<file path="src/rtl/ssip_pkg.sv">
// Purpose: Shared constants and types for the synchronous serial port
// Assumes: One 40 MHz clock (25 ns period) that is also the port oscillator
// Notes:   Sizes, baud reloads, sequence counts and the address and polarity reset values live here
package ssip_pkg;

	// Data and structure sizes
	localparam int BYTE_W     = 8;
	localparam int FIFO_DEPTH = 8;
	localparam int BRG_W      = 9;

	// Baud generator reloads for half an SPI clock period (count is reload + 1)
	localparam logic [8:0] HALF_DIV4  = 9'h001;
	localparam logic [8:0] HALF_DIV16 = 9'h007;
	localparam logic [8:0] HALF_DIV64 = 9'h01f;

	// Sequence counts
	localparam logic [3:0] SPI_LAST_HALF = 4'hf;
	localparam logic [3:0] I2C_BYTE_BITS = 4'h8;

	// Reset values
	localparam logic [7:0] ADDR_RESET = 8'h00;
	localparam logic       CKP_RESET  = 1'b0;

	// Operating modes; code 2'b11 is illegal
	typedef enum logic [1:0] {
		SSIP_SPI_MASTER  = 2'b00,
		SSIP_I2C_SLAVE10 = 2'b01,
		SSIP_I2C_MASTER  = 2'b10
	} ssip_mode_t;

	// SPI bit rate choices
	typedef enum logic [2:0] {
		SSIP_RATE_DIV4  = 3'b000,
		SSIP_RATE_DIV16 = 3'b001,
		SSIP_RATE_DIV64 = 3'b010,
		SSIP_RATE_TIMER = 3'b011,
		SSIP_RATE_BAUD  = 3'b100
	} ssip_rate_t;

	// I2C slave receive states
	typedef enum logic [2:0] {
		SL_IDLE = 3'b000,
		SL_HIGH = 3'b001,
		SL_LOW  = 3'b010,
		SL_DATA = 3'b011,
		SL_ACK  = 3'b100,
		SL_SKIP = 3'b101
	} ssip_slv_t;

	// I2C master Start states
	typedef enum logic [1:0] {
		MS_IDLE  = 2'b00,
		MS_SETUP = 2'b01,
		MS_HOLD  = 2'b10,
		MS_DONE  = 2'b11
	} ssip_mst_t;

	// Static configuration written by software
	typedef struct packed {
		ssip_mode_t mode;
		ssip_rate_t rate;
		logic       clockEdgeSel;
		logic       rxOnly;
		logic       startIrqEn;
		logic       addressHoldEnable;
		logic       dataHoldEnable;
	} ssip_cfg_t;

	// Status seen by software
	typedef struct packed {
		logic bufferFullFlag;
		logic portInterruptFlag;
		logic updateAddressFlag;
		logic startSeen;
		logic busCollisionFlag;
		logic writeCollisionFlag;
		logic clockPolarityHold;
		logic startOrStretchEnable;
	} ssip_flags_t;

endpackage

</file>
<file path="src/rtl/ssip_port.sv">
// Purpose: SPI master and I2C 10-bit slave receive / master Start logic
// Assumes: ref_clk is the port oscillator; pins are open drain except SPI
// Notes:   Received bytes queue in an 8-word FIFO whose head is the buffer
`timescale 1ns/1ps

module ssip_port (
	input  wire logic                  ref_clk,
	input  wire logic                  resetn,
	input  wire ssip_pkg::ssip_cfg_t   cfg,
	input  wire logic                  periodTimerTick,
	input  wire logic                  txWrite,
	input  wire logic [7:0]            txData,
	input  wire logic                  bufRead,
	output logic      [7:0]            transferBuffer,
	input  wire logic                  addrWrite,
	input  wire logic [7:0]            addrWData,
	output logic      [7:0]            addressOrBaudReload,
	input  wire logic                  ckpWrite,
	input  wire logic                  ckpWData,
	input  wire logic                  sseWrite,
	input  wire logic                  sseWData,
	input  wire logic                  irqClear,
	input  wire logic                  bclClear,
	input  wire logic                  wcolClear,
	output ssip_pkg::ssip_flags_t      flags,
	output logic                       spiBusy,
	output logic                       serialClockLine,
	output logic                       serialDataOut,
	output logic                       serialDataOutEn,
	input  wire logic                  serialDataIn,
	input  wire logic                  i2cClockIn,
	output logic                       i2cClockOut,
	output logic                       i2cClockOe,
	input  wire logic                  i2cDataIn,
	output logic                       i2cDataOut,
	output logic                       i2cDataOe
);
	import ssip_pkg::*;

	// Pin synchronisers: first stage feeds only the second
	logic [2:0] meta_q;          // First stage
	logic [2:0] sync_q;          // Second stage, safe to read
	logic [2:0] prev_q;          // One cycle older, for edges
	logic       sdiS;            // Synced SPI input
	logic       sclS;            // Synced I2C clock
	logic       sdaS;            // Synced I2C data
	logic       sclRise;
	logic       sclFall;
	logic       startCond;
	logic       stopCond;

	// Mode decode
	logic spiMode;
	logic slvMode;
	logic mstMode;

	// SPI engine
	logic       spiActive_q;     // Byte in flight
	logic [3:0] halfCnt_q;       // Half clock periods done
	logic       sckActive_q;     // Clock away from idle level
	logic [7:0] shift_q;         // Shift register
	logic       sdo_q;           // Output data bit
	logic       brgTick;
	logic       halfTick;
	logic       txAccept;
	logic       txCollide;
	logic       spiStart;
	logic       sampleEdge;
	logic       changeEdge;
	logic       spiDone;
	logic [7:0] spiByte;
	logic [8:0] spiHalf;
	logic [8:0] brgReload;
	logic       brgRun;
	logic       brgLoad;
	logic [1:0] sampDly_q;       // Sample strobes waiting out the synchroniser
	logic [2:0] rxCnt_q;         // Bits taken into the receive byte
	logic [7:0] spiRx_q;         // Receive shift register
	logic       spiBusyW;        // Clocking or delayed samples still in flight
	logic       rxDone;          // Eighth delayed sample taken

	// FIFO hook-up
	logic       fifoInReady;
	logic       fifoOutValid;
	logic       fifoPush;
	logic [7:0] fifoInData;

	// I2C slave
	ssip_slv_t  slvState_q;
	ssip_slv_t  slvNext_q;       // State after the ack slot
	logic [3:0] bitCnt_q;
	logic [7:0] rxSh_q;
	logic       ackLow_q;        // Driving the ack bit
	logic       irqPend_q;       // Irq due at end of ack slot
	logic       uaHold_q;        // Clock held for address update
	logic       sclStretch_q;    // Clock line held low
	logic       byteEnd;
	logic       ackEnd;
	logic       highMatch;
	logic       lowMatch;
	logic       slvPush;
	logic       slvUa;
	logic       slvAck;
	logic       slvCkpClr;
	ssip_slv_t  slvAfter;

	// I2C master Start
	ssip_mst_t mstState_q;
	logic      sdaLow_q;         // Master holding data low
	logic      mstBegin;
	logic      mstCollide;
	logic      mstFormed;
	logic      mstDone;

	// Software visible bits
	logic [7:0] addr_q;
	logic       ckp_q;
	logic       sse_q;
	logic       irq_q;
	logic       ua_q;
	logic       startSeen_q;
	logic       bcl_q;
	logic       write_collision_flag_q;

	// Synchroniser chain
	always_ff @(posedge ref_clk)
	begin
		if (!resetn)
		begin
			meta_q <= 3'h7;
			sync_q <= 3'h7;
			prev_q <= 3'h7;
		end
		else
		begin
			meta_q <= {serialDataIn, i2cClockIn, i2cDataIn};
			sync_q <= meta_q;
			prev_q <= sync_q;
		end
	end

	assign sdiS      = sync_q[2];
	assign sclS      = sync_q[1];
	assign sdaS      = sync_q[0];
	assign sclRise   = sclS & !prev_q[1];
	assign sclFall   = !sclS & prev_q[1];
	assign startCond = sclS & prev_q[1] & !sdaS & prev_q[0];
	assign stopCond  = sclS & prev_q[1] & sdaS & !prev_q[0];

	assign spiMode = cfg.mode == SSIP_SPI_MASTER;
	assign slvMode = cfg.mode == SSIP_I2C_SLAVE10;
	assign mstMode = cfg.mode == SSIP_I2C_MASTER;

	// Half period selection; timer/2 toggles the clock on each timer tick
	assign spiHalf = (cfg.rate == SSIP_RATE_DIV4)  ? HALF_DIV4 :
	                 (cfg.rate == SSIP_RATE_DIV16) ? HALF_DIV16 :
	                 (cfg.rate == SSIP_RATE_DIV64) ? HALF_DIV64 :
	                 {addr_q, 1'b1};
	assign halfTick = (cfg.rate == SSIP_RATE_TIMER) ? periodTimerTick : brgTick;

	// Writes are refused while busy, while collision is pending or FIFO full
	assign spiBusyW  = spiActive_q | (sampDly_q != 2'h0);
	assign txAccept  = txWrite & spiMode & !spiBusyW & !write_collision_flag_q & fifoInReady;
	assign txCollide = txWrite & spiMode & !txAccept;
	// Receive-only mode re-arms itself whenever there is room to land a byte
	assign spiStart  = txAccept |
	                   (spiMode & cfg.rxOnly & !spiBusyW & fifoInReady & !txWrite);
	// Edge bit set samples on the leading edge, else on the trailing one
	assign sampleEdge = halfTick & spiActive_q & (!halfCnt_q[0] == cfg.clockEdgeSel);
	assign changeEdge = halfTick & spiActive_q & (!halfCnt_q[0] != cfg.clockEdgeSel);
	assign spiDone    = halfTick & spiActive_q & (halfCnt_q == SPI_LAST_HALF);
	assign spiByte    = {spiRx_q[6:0], sdiS};
	assign rxDone     = sampDly_q[1] & (rxCnt_q == 3'h7);

	// Shared baud generator: SPI half periods or the I2C Start timing
	assign brgRun    = spiActive_q | (mstState_q == MS_SETUP) | (mstState_q == MS_HOLD);
	assign brgLoad   = spiStart | mstBegin;
	assign brgReload = spiMode ? spiHalf : {1'b0, addr_q};

	ssip_brg u_brg (
		.ref_clk (ref_clk),
		.resetn  (resetn),
		.run     (brgRun),
		.load    (brgLoad),
		.reload  (brgReload),
		.tick    (brgTick)
	);

	// SPI shifter: MSB out first, input enters at bit 0
	always_ff @(posedge ref_clk)
	begin
		if (!resetn)
		begin
			spiActive_q <= 1'b0;
			halfCnt_q   <= '0;
			sckActive_q <= 1'b0;
			shift_q     <= '0;
			sdo_q       <= 1'b0;
		end
		else if (spiStart)
		begin
			spiActive_q <= 1'b1;
			halfCnt_q   <= '0;
			shift_q     <= txData;
			sdo_q       <= cfg.clockEdgeSel ? txData[7] : sdo_q;
		end
		else if (halfTick && spiActive_q)
		begin
			spiActive_q <= !spiDone;
			halfCnt_q   <= halfCnt_q + 1'b1;
			sckActive_q <= !sckActive_q;
			shift_q     <= sampleEdge ? {shift_q[6:0], sdiS} : shift_q;
			sdo_q       <= (changeEdge && !spiDone) ? shift_q[7] : sdo_q;
		end
	end

	// The input pin passes two flops, so each sample is taken two clocks after
	// its clock edge; the far side holds the bit until the opposite edge, which
	// is at least two clocks later even at the fastest rate
	always_ff @(posedge ref_clk)
	begin
		if (!resetn)
		begin
			sampDly_q <= 2'h0;
			rxCnt_q   <= 3'h0;
			spiRx_q   <= 8'h00;
		end
		else
		begin
			sampDly_q <= {sampDly_q[0], sampleEdge};
			rxCnt_q   <= spiStart ? 3'h0 : rxCnt_q + {2'h0, sampDly_q[1]};
			spiRx_q   <= sampDly_q[1] ? {spiRx_q[6:0], sdiS} : spiRx_q;
		end
	end

	// Byte source for the FIFO; SPI and slave never run together
	assign fifoPush   = rxDone | slvPush;
	assign fifoInData = spiMode ? spiByte : rxSh_q;

	// Head of the FIFO is the transfer buffer; a read pops it
	ssip_fifo #(
		.WIDTH (BYTE_W),
		.DEPTH (FIFO_DEPTH)
	) u_fifo (
		.ref_clk  (ref_clk),
		.resetn   (resetn),
		.inData   (fifoInData),
		.inValid  (fifoPush),
		.inReady  (fifoInReady),
		.outData  (transferBuffer),
		.outValid (fifoOutValid),
		.outReady (bufRead)
	);

	// Slave byte evaluation on the falling edge after the eighth bit
	assign byteEnd   = slvMode & sclFall & (bitCnt_q == I2C_BYTE_BITS) &
	                   (slvState_q inside {SL_HIGH, SL_LOW, SL_DATA});
	assign ackEnd    = slvMode & sclFall & (slvState_q == SL_ACK);
	assign highMatch = (rxSh_q[7:1] == addr_q[7:1]) & !rxSh_q[0];
	assign lowMatch  = rxSh_q == addr_q;
	assign slvUa     = byteEnd & (slvState_q != SL_DATA) &
	                   (highMatch | (slvState_q == SL_LOW));
	assign slvPush   = byteEnd & fifoInReady &
	                   (((slvState_q == SL_HIGH) & highMatch) |
	                    ((slvState_q == SL_LOW) & lowMatch) | (slvState_q == SL_DATA));
	assign slvAck    = slvPush;
	// Address hold acts on matched address bytes, stretch or data hold on data
	assign slvCkpClr = byteEnd &
	                   (((slvState_q == SL_DATA) & (sse_q | cfg.dataHoldEnable)) |
	                    (slvPush & (slvState_q != SL_DATA) & cfg.addressHoldEnable));
	assign slvAfter  = !slvPush ? SL_SKIP :
	                   (slvState_q == SL_HIGH) ? SL_LOW : SL_DATA;

	// Slave receive sequence
	always_ff @(posedge ref_clk)
	begin
		if (!resetn || !slvMode || stopCond)
		begin
			slvState_q <= SL_IDLE;
			slvNext_q  <= SL_IDLE;
			bitCnt_q   <= '0;
			ackLow_q   <= 1'b0;
			irqPend_q  <= 1'b0;
		end
		else if (startCond)
		begin
			slvState_q <= SL_HIGH;
			bitCnt_q   <= '0;
			ackLow_q   <= 1'b0;
		end
		else if (byteEnd)
		begin
			slvState_q <= SL_ACK;
			slvNext_q  <= slvAfter;
			ackLow_q   <= slvAck;
			irqPend_q  <= slvPush | slvUa;
		end
		else if (ackEnd)
		begin
			slvState_q <= slvNext_q;
			bitCnt_q   <= '0;
			ackLow_q   <= 1'b0;
			irqPend_q  <= 1'b0;
		end
		else if (sclRise && slvState_q != SL_IDLE && slvState_q != SL_ACK)
		begin
			rxSh_q   <= {rxSh_q[6:0], sdaS};
			bitCnt_q <= bitCnt_q + 1'b1;
		end
	end

	// Clock stretching: held after the ack slot until software releases it
	always_ff @(posedge ref_clk)
	begin
		if (!resetn || !slvMode)
		begin
			uaHold_q     <= 1'b0;
			sclStretch_q <= 1'b0;
		end
		else
		begin
			uaHold_q     <= slvUa | (uaHold_q & !addrWrite);
			sclStretch_q <= (ackEnd & (uaHold_q | !ckp_q)) |
			                (sclStretch_q & (uaHold_q | !ckp_q));
		end
	end

	// Master Start sequence
	assign mstBegin   = mstMode & sse_q & (mstState_q == MS_IDLE) & sclS & sdaS;
	assign mstCollide = mstMode & sse_q &
	                    (((mstState_q == MS_IDLE) & !(sclS & sdaS)) |
	                     ((mstState_q == MS_SETUP) & (!sclS | (brgTick & !sdaS))));
	assign mstFormed  = (mstState_q == MS_SETUP) & brgTick & sclS & sdaS;
	assign mstDone    = (mstState_q == MS_HOLD) & brgTick;

	always_ff @(posedge ref_clk)
	begin
		if (!resetn || !mstMode || mstCollide)
		begin
			mstState_q <= MS_IDLE;
			sdaLow_q   <= 1'b0;
		end
		else
		begin
			unique case (mstState_q)
				MS_IDLE:  mstState_q <= mstBegin ? MS_SETUP : MS_IDLE;
				MS_SETUP: mstState_q <= mstFormed ? MS_HOLD : MS_SETUP;
				MS_HOLD:  mstState_q <= mstDone ? MS_DONE : MS_HOLD;
				MS_DONE:  mstState_q <= MS_DONE;
			endcase
			sdaLow_q <= sdaLow_q | mstFormed;
		end
	end

	// Software bits; hardware events win over a clear in the same cycle
	always_ff @(posedge ref_clk)
	begin
		if (!resetn)
		begin
			addr_q      <= ADDR_RESET;
			ckp_q       <= CKP_RESET;
			sse_q       <= 1'b0;
			irq_q       <= 1'b0;
			ua_q        <= 1'b0;
			startSeen_q <= 1'b0;
			bcl_q       <= 1'b0;
			write_collision_flag_q      <= 1'b0;
		end
		else
		begin
			addr_q      <= addrWrite ? addrWData : addr_q;
			// Hardware clear wins here so a held byte is never released early
			ckp_q       <= slvCkpClr ? 1'b0 : (ckpWrite ? ckpWData : ckp_q);
			sse_q       <= sseWrite ? sseWData : (sse_q & !mstDone & !mstCollide);
			irq_q       <= rxDone | (ackEnd & irqPend_q) | mstDone |
			               (startCond & slvMode & cfg.startIrqEn) |
			               (irq_q & !irqClear);
			ua_q        <= slvUa | (ua_q & !addrWrite);
			startSeen_q <= (startCond & slvMode) | mstFormed |
			               (startSeen_q & !stopCond);
			bcl_q       <= mstCollide | (bcl_q & !bclClear);
			write_collision_flag_q      <= txCollide | (write_collision_flag_q & !wcolClear);
		end
	end

	// Outputs
	assign addressOrBaudReload        = addr_q;
	assign flags.bufferFullFlag       = fifoOutValid;
	assign flags.portInterruptFlag    = irq_q;
	assign flags.updateAddressFlag    = ua_q;
	assign flags.startSeen            = startSeen_q;
	assign flags.busCollisionFlag     = bcl_q;
	assign flags.writeCollisionFlag   = write_collision_flag_q;
	assign flags.clockPolarityHold    = ckp_q;
	assign flags.startOrStretchEnable = sse_q;
	assign spiBusy                    = spiBusyW;
	assign serialClockLine            = ckp_q ^ sckActive_q;
	assign serialDataOut              = sdo_q;
	assign serialDataOutEn            = spiMode & !cfg.rxOnly;
	assign i2cClockOut                = 1'b0;
	assign i2cClockOe                 = sclStretch_q;
	assign i2cDataOut                 = 1'b0;
	assign i2cDataOe                  = sdaLow_q | ackLow_q;
endmodule

</file>
<file path="src/rtl/ssip_fifo.sv">
// Purpose: Receive byte FIFO between the shifter and the transfer buffer
// Assumes: DEPTH is a power of two
// Notes:   Head word comes straight from the storage flops
`timescale 1ns/1ps
module ssip_fifo #(
	parameter int WIDTH = 8,
	parameter int DEPTH = 8
) (
	input  wire logic             ref_clk,
	input  wire logic             resetn,
	input  wire logic [WIDTH-1:0] inData,
	input  wire logic             inValid,
	output logic                  inReady,
	output logic      [WIDTH-1:0] outData,
	output logic                  outValid,
	input  wire logic             outReady
);
	localparam int AW = $clog2(DEPTH);

	logic [WIDTH-1:0] mem [DEPTH];   // Storage words
	logic [AW-1:0]    wrPtr_q;       // Next slot to fill
	logic [AW-1:0]    rdPtr_q;       // Head slot
	logic [AW:0]      count_q;       // Words held
	logic             push;
	logic             pop;

	// Honest full and empty from the word count
	assign inReady  = count_q != (AW + 1)'(DEPTH);
	assign outValid = count_q != '0;
	assign outData  = mem[rdPtr_q];
	assign push     = inValid & inReady;
	assign pop      = outValid & outReady;

	// Storage needs no reset; only the pointers and the word count carry state
	always_ff @(posedge ref_clk)
	begin
		if (push)
		begin
			mem[wrPtr_q] <= inData;
		end
	end

	// Pointer and count update
	always_ff @(posedge ref_clk)
	begin
		if (!resetn)
		begin
			wrPtr_q <= '0;
			rdPtr_q <= '0;
			count_q <= '0;
		end
		else
		begin
			wrPtr_q <= wrPtr_q + AW'(push);
			rdPtr_q <= rdPtr_q + AW'(pop);
			count_q <= count_q + (AW + 1)'(push) - (AW + 1)'(pop);
		end
	end
endmodule

</file>
<file path="src/rtl/ssip_brg.sv">
// Purpose: Reloadable baud rate down counter
// Assumes: reload is stable while run is high
// Notes:   tick pulses once every reload + 1 clocks while running
`timescale 1ns/1ps
module ssip_brg (
	input  wire logic                      ref_clk,
	input  wire logic                      resetn,
	input  wire logic                      run,
	input  wire logic                      load,
	input  wire logic [ssip_pkg::BRG_W-1:0] reload,
	output logic                           tick
);
	import ssip_pkg::*;

	logic [BRG_W-1:0] count_q;   // Remaining clocks in this period

	// A load restarts the period, so no stale tick leaks out
	assign tick = run & !load & (count_q == '0);

	// Count down, reloading itself on every timeout
	always_ff @(posedge ref_clk)
	begin
		if (!resetn)
		begin
			count_q <= '0;
		end
		else if (load || tick)
		begin
			count_q <= reload;
		end
		else if (run)
		begin
			count_q <= count_q - 1'b1;
		end
	end
endmodule

</file>
<file path="config.mk">
export PLATFORM = sky130hd
export DESIGN_NAME = ssip_port
export DESIGN_NICKNAME = d
export VERILOG_FILES = /design/src/rtl/ssip_pkg.sv /design/src/rtl/ssip_port.sv /design/src/rtl/ssip_fifo.sv /design/src/rtl/ssip_brg.sv
export SDC_FILE = /design/constraint.sdc
export NUM_CORES = 1
export LEC_CHECK = 0
export BUFFER_PORTS_ARGS = -buffer_cell sky130_fd_sc_hd__buf_4
export CORE_MARGIN = 2
export CORE_UTILIZATION = 60
export DETAILED_ROUTE_END_ITERATION = 10
export PLACE_DENSITY_LB_ADDON = 0.3
export SETUP_SLACK_MARGIN = 0.1
export SYNTH_ARGS = -nofsm -noshare
export SYNTH_HDL_FRONTEND = slang
export SYNTH_HIERARCHICAL = 1
export SYNTH_SLANG_ARGS = --single-unit
</file>
<file path="constraint.sdc">
create_clock -name ref_clk -period 8.6 [get_ports ref_clk]
set_input_delay 0.43 -clock ref_clk [delete_from_list [all_inputs] [get_ports ref_clk]]
set_output_delay 0.43 -clock ref_clk [all_outputs]
set_load 0.03 [all_outputs]
</file>
Yosys cells after proc, flatten, opt, wreduce, memory -nomap -nowiden
Memories as Yosys holds them, arrays and structs flattened. A register that Yosys moved wholly into a read port is not among the register bits.
Cells that the tools add are included.
{ "word_totals": {"output_inout_bits": 32, "latchBits": 0, "ram_bits": 64, "n_memories": 1, "in_bits": 42, "wordCells": 265, "regBits": 94, "mem_bits_ro": 0} }
{ "op_classes": {"mul": 0, "n_shift": 0, "n_bitwise": 102, "muxes": 35, "reduce_logical": 61, "add_sub_neg": 8, "magnitude_cmp": 0, "n_div": 0, "eq_ne": 23} }
{ "mem_list": {"columns": ["memory", "depth", "width", "rd", "rd_clocked_by_memory_dff", "wr", "line", "rtl"], "rows": [
  ["u_fifo.mem", 8, 8, 1, 1, 1, "ssip_fifo.sv:20", "logic [WIDTH-1:0] mem [DEPTH];"]
]} }
{ "op_table": {"columns": ["operator", "n"], "rows": [
  ["AND 1 bit", 67],
  ["2-to-1 mux 9 bit", 6],
  ["2-to-1 mux 8 bit", 4],
  ["bitwise OR 1 bit", 28],
  ["logical NOT 1 bit", 26],
  ["2-to-1 mux 1 bit", 17],
  ["nonzero test 2 bit", 7],
  ["equality test 3 x 2 -> 1 bit, second input constant", 4],
  ["2-to-1 mux 3 bit", 4],
  ["AND reduction 2 bit", 5],
  ["adder 3 x 1 -> 3 bit", 3],
  ["logical NOT 9 bit", 1],
  ["nonzero test 3 bit", 3],
  ["subtractor 9 x 1 -> 9 bit, second input constant", 1],
  ["adder 4 x 1 -> 4 bit, second input constant", 2],
  ["equality test 4 bit, second input constant", 2],
  ["equality test 8 bit", 1],
  ["2-to-1 mux 4 bit", 2],
  ["one-hot mux 2 bit (4 select lines)", 1],
  ["equality test 7 bit", 1],
  ["equality test 2 bit, second input constant", 3],
  ["equality test 3 x 1 -> 1 bit, second input constant", 2],
  ["equality test 3 bit, second input constant", 2],
  ["inverter 1 bit", 6],
  ["other kinds (20)", 31]
]} }

Depth between registers and ports, before layout
{ "logic_depth": {"depth_word": 19, "mapped_depth": 16, "depth_no_buf": 15} }

By module
The synthesis kept the hierarchy.
{ "by_module_without_submodules": {"columns": ["module", "seq_area_each_um2", "cells_per_inst", "n_inst", "area_each_um2"], "rows": [
  ["ssip_port", 1581.5, 395, 1, 3529.6],
  ["ssip_fifo", 2122.0, 157, 1, 3050.4],
  ["ssip_brg", 180.2, 68, 1, 584.3]
]} }

Worst setup path after synthesis
No wires, ideal clock.
{ "synth_timing": {"kind": "register to register", "startpoint": "register u_fifo.count_q[2]", "endpoint": "register shift_q[0]", "t_required_ps": 8468, "period_less_slack_ps": 3488, "path_stages_with_launch": 14, "arrival_ps": 3356, "setup_ps": 132, "path_buffers": 2, "slack_ps": 5112, "cell_sequence": "dfxtp_1 > inv_1 > ha_1 > or3b_2 > o2111ai_1 > clkbuf_1 > o21ai_0 > clkbuf_1 > nor4_1 > nand2_1 > mux2i_2 > nand2_2 > mux2i_1 > a21oi_1"} }
{ "synth_between": {"elab_chain_cells": 13, "word_cells_on_any_way": 17, "classes_between": "eq/ne: 1; mux: 2; bitwise: 9; reduce/logical: 5"} }
{ "synth_lines": {"columns": ["item", "line", "rtl"], "rows": [
  ["start: declaration", "ssip_fifo.sv:23", "logic [AW:0] count_q;"],
  ["start signal: assignment", "ssip_fifo.sv:56", "count_q <= count_q + (AW + 1)'(push) - (AW + 1)'(pop);"],
  ["inequality test 4 bit (*)", "ssip_fifo.sv:28", "assign inReady = count_q != (AW + 1)'(DEPTH);"],
  ["via fifoInReady", "ssip_port.sv:83", "logic fifoInReady;"],
  ["AND 1 bit (2 in a row)", "ssip_port.sv:167", "(spiMode & cfg.rxOnly & !spiBusyW & fifoInReady & !txWrite);"],
  ["bitwise OR 1 bit (*)", "ssip_port.sv:166", "assign spiStart = txAccept |"],
  ["bitwise OR 1 bit (*)", "ssip_port.sv:177", "assign brgLoad = spiStart | mstBegin;"],
  ["via brgLoad", "ssip_port.sv:75", "logic brgLoad;"],
  ["logical NOT 1 bit (*)", "ssip_brg.sv:18", "assign tick = run & !load & (count_q == '0);"],
  ["AND 1 bit (*) (2 in a row)", "ssip_brg.sv:18", null],
  ["via brgTick", "ssip_port.sv:63", "logic brgTick;"],
  ["2-to-1 mux 1 bit (*)", "ssip_port.sv:159", "assign halfTick = (cfg.rate == SSIP_RATE_TIMER) ? periodTimerTick : brgTick;"],
  ["AND 1 bit (2 in a row)", "ssip_port.sv:169", "assign sampleEdge = halfTick & spiActive_q & (!halfCnt_q[0] == cfg.clockEdgeSel);"],
  ["nonzero test 2 bit (no line)", null, null],
  ["AND reduction 2 bit (no line) (*)", null, null],
  ["end signal: assignment", "ssip_port.sv:204", "shift_q <= txData;"],
  ["end signal: assignment", "ssip_port.sv:212", "shift_q <= sampleEdge ? {shift_q[6:0], sdiS} : shift_q;"],
  ["end: declaration", "ssip_port.sv:61", "logic [7:0] shift_q;"]
]} }
Mark *: on every way through the listed nets, which the timed path passes. The rest lies on a longest branch.
A chain may end at the register's enable or synchronous reset.

Worst setup path in the final report
{ "layout_timing": {"startpoint": "register u_fifo.count_q[2]", "endpoint": "register shift_q[5]"} }
The elaborated chain is that of the path after synthesis.

==> metrics.md <==
| Metric | Value |
|---|---|
| Setup violators final | 0 |
| Num Clock Sinks | 158 |
| Routed via count | 4991 |
| Max Freq | 233 MHz |
| Relative slew slack | 0.243 |
| Global-route wire length before repair | 24900 µm |
| Hold Path Class | primary input to flop |
| Peak VDD IR | 0.000113 V |
| H-tree levels | 4 |
| Slew at the pin closest to its max-slew limit | 1.12 ns |
| CTS tree | built |
| Final WL | 15700 µm |
| Status | finished clean |
| Final instance area | 0.00827 mm² |
| Io pins | 74 |
| Root Driver | clkbuf_16 |
| Post-layout minimum cycle time | 4.29 ns |
| Pleak | 3.20 nW |
| Synth Register Bits | 158 |
| Core footprint | 0.0115 mm² |
| Port Buffers | 71 |
| Initial DRC Count | 448 |
| Routed vias/inst | 5.96 |
| Post-synth top flop | dfxtp_1 |
| Clock slew at reported path FFs | 0.07 ns |
| Top delay family on crit path | simple AND/OR/NAND/NOR gates |
| CTS max path bufs | 2 |
| Req. time, crit path | 8.90 ns |
| Resize count post-CTS | 0 |
| Number of global-route vias before repair | 5091 |
| Post-synth cell types | 72 |
| Clock skew | 0.00735 ns |
| Setup WS pre-CTS | 4.46 ns |
| CP arrival | 4.59 ns |
| EDFF count, synth | 72 |
| Final hold violations | 0 |
| Crit-path max FO | 23 |
| Post-route antenna net violation count | 0 |
| CTS buffer count | 17 |
| Sequential-to-total area share from yosys stat | 0.542 |
| Placer Congestion | 0.884 |
| Fin nets | 740 |
| Worst-Skew Late Latency | 0.42 ns |
| Post-DP HPWL | 10800 µm |
| Row cnt | 39 |
| Fin util | 0.718 |
| Pins Over Slew Limit | 0 |
| Share of cells above drive strength 1 | 0.189 |
| Die width | 113 µm |
| First-pass DRT Iterations | 5 |
| Placed Cells incl. Taps | 805 |
| Total Routing Usage GR | 0.251 |
| Post-Syn Instances | 620 |
| FILL cells | 824 |
| Syn_area_per_cell | 11.6 µm² |
| Cell Area, Placed | 0.00771 mm² |
| Antenna violations before repair | 0 |
| Setup Fix Bufs, Post-CTS | 0 |
| Final worst path period share | 0.499 |
| RSZ-0062 raised after global routing | no |
| Power Density | 231 mW/mm² |
| Max Cap Violations | 0 |
| DIE HEIGHT | 113 µm |
| Cell Count, Final, Fillers Out | 837 |
| Post-route setup TNS | 0 ns |
| CP endpoint kind | flop |
| Buf+Inv Stages, Crit Path | 2 |
| Die area | 0.0128 mm² |
| Critical setup path kind | flop to flop |
| Cell Area, Synth | 0.00716 mm² |
| Starting density of the core | 0.622 |
| Slowest cell on the critical path | nor4_1 |
| Sequence of cells on the critical path | inv_1 > ha_1 > or3b_2 > o2111ai_1 > buf_4 > o21ai_0 > nor4_1 > nand2_1 > mux2i_2 > nand2_2 > mux2i_1 > a21oi_1 |
| Synth async-reset ratio | 0 |
| Aggregate global routing overflow | 0 |
| WL per Instance | 18.8 µm |
| CTS Hold Bufs | 0 |
| Final worst setup slack | 4.31 ns |
| Largest net degree at the start of global routing | 39 |
| Critical Path Max Stage Delay | 0.80 ns |
| DR DRC count | 0 |
| YS warnings | 6 |
| Area grow syn2layout | 15.4% |
| CP startpoint kind | flop |
| Antenna diode count | 0 |
==> path summary, 6_finish.rpt <==
kind                                                   start                       to  slack [ns]  depth (start not counted)
worst min register to register          meta_q[2]$_SDFF_PN1_     sync_q[2]$_SDFF_PN1_        0.41                          1
worst max register to register  u_fifo/count_q[2]$_SDFF_PN0_  shift_q[5]$_SDFFE_PN0P_        4.31                         12
worst min-delay path                              i2cClockIn     meta_q[1]$_SDFF_PN1_        0.18                          2
worst max-delay path            u_fifo/count_q[2]$_SDFF_PN0_  shift_q[5]$_SDFFE_PN0P_        4.31                         12
==> area by class of cell <==
cell class	count	area, µm²	area share
Tap cell	143	179	0.0216
Clock buffer	19	433	0.0524
Sequential cell	158	3880	0.470
Clock inverter	13	130	0.0157
Multi-Input combinational cell	411	3020	0.365
Timing Repair Buffer	74	556	0.0672
Inverter	19	71.3	0.00862
==> cell families (layout without fill, tap and decap cells) <==
family	count (synthesis)	count (layout)	synth area share
XOR/XNOR	24	24	0.0293
other	1	2	0.000523
flip-flops	158	158	0.542
AO/OA/AOI/OAI	98	98	0.0864
buffers and inverters	52	125	0.0374
AND/OR/NAND/NOR	218	218	0.163
adder cells (fa/ha/maj)	17	17	0.0307
multiplexers	52	52	0.111
==> power breakdown <==
part	internal, W	leakage [nW]	switching [W]
registers	0.000810	1.35	0.0000469
logic	0.000158	1.59	0.000177
clock network	0.000404	0.262	0.000312
==> Yosys cell counts (9+ instances only) <==
cell type | instances | area (µm²)
nand2b_1 | 27 | 169
xor2_1 | 16 | 140
and2_1 | 11 | 68.8
inv_1 | 18 | 67.6
mux2_2 | 9 | 101
nor2_1 | 49 | 184
nand3_1 | 10 | 50.1
clkbuf_1 | 16 | 60.1
buf_4 | 10 | 75.1
mux4_1 | 15 | 394
ha_1 | 16 | 200
nor3_1 | 14 | 70.1
edfxtp_1 | 72 | 2160
o21ai_0 | 24 | 120
dfxtp_1 | 86 | 1720
nand2_1 | 57 | 214
mux2i_1 | 26 | 260
a21oi_1 | 30 | 150
==> worst reg2reg max path: cells and delay by family, from the launching register on <==
kind	cells	cell delay (ns)
simple gates	4	1.86
mux	2	0.82
compound gates	3	0.67
buf+inv	2	0.36
flops	1	0.31
fa+ha+maj	1	0.16
==> metal layers <==
| layer | wire [µm] | global-route usage | vias to the layer above |
|---|---|---|---|
| met4 | 405 | 0.100 | 0 |
| met1 | 6580 | 0.307 | 2405 |
| met5 | 0 | 0 | - |
| met2 | 7900 | 0.435 | 180 |
| li1 | - | - | 2368 |
| met3 | 821 | 0.0552 | 38 |
==> registers in the layout (all words and copies together) (netlist names), 2 cells and up <==
name                 cells
slvState_q               3
halfCnt_q                4
prev_q                   2
mstState_q               2
addressOrBaudReload      8
sync_q                   3
u_fifo/wrPtr_q           3
u_fifo/rdPtr_q           3
sampDly_q                2
rxSh_q                   8
u_fifo/mem              64
rxCnt_q                  3
u_fifo/count_q           4
meta_q                   3
spiRx_q                  7
u_brg/count_q            9
shift_q                  8
slvNext_q                3
bitCnt_q                 4
==> cell usage in the layout (no fill, tap or decap), types with 17 or more instances in the layout <==
| cell type | instances |
|---|---|
| dfxtp_1 | 86 |
| nand2b_1 | 27 |
| mux2i_1 | 26 |
| buf_4 | 74 |
| a21oi_1 | 30 |
| inv_1 | 18 |
| o21ai_0 | 24 |
| nor2_1 | 49 |
| clkbuf_16 | 17 |
| nand2_1 | 57 |
| edfxtp_1 | 72 |
==> stage by stage <==
| step | power, W | hold slack [ns] |
|---|---|---|
| floorplan | 0.00111 | 0.386 |
| global placement | 0.00118 | 0.392 |
| detailed placement | 0.00120 | 0.392 |
| CTS | 0.00192 | 0.172 |
| global route | 0.00198 | 0.181 |
| finish | 0.00191 | 0.185 |
(Power assumes the default switching activity.)
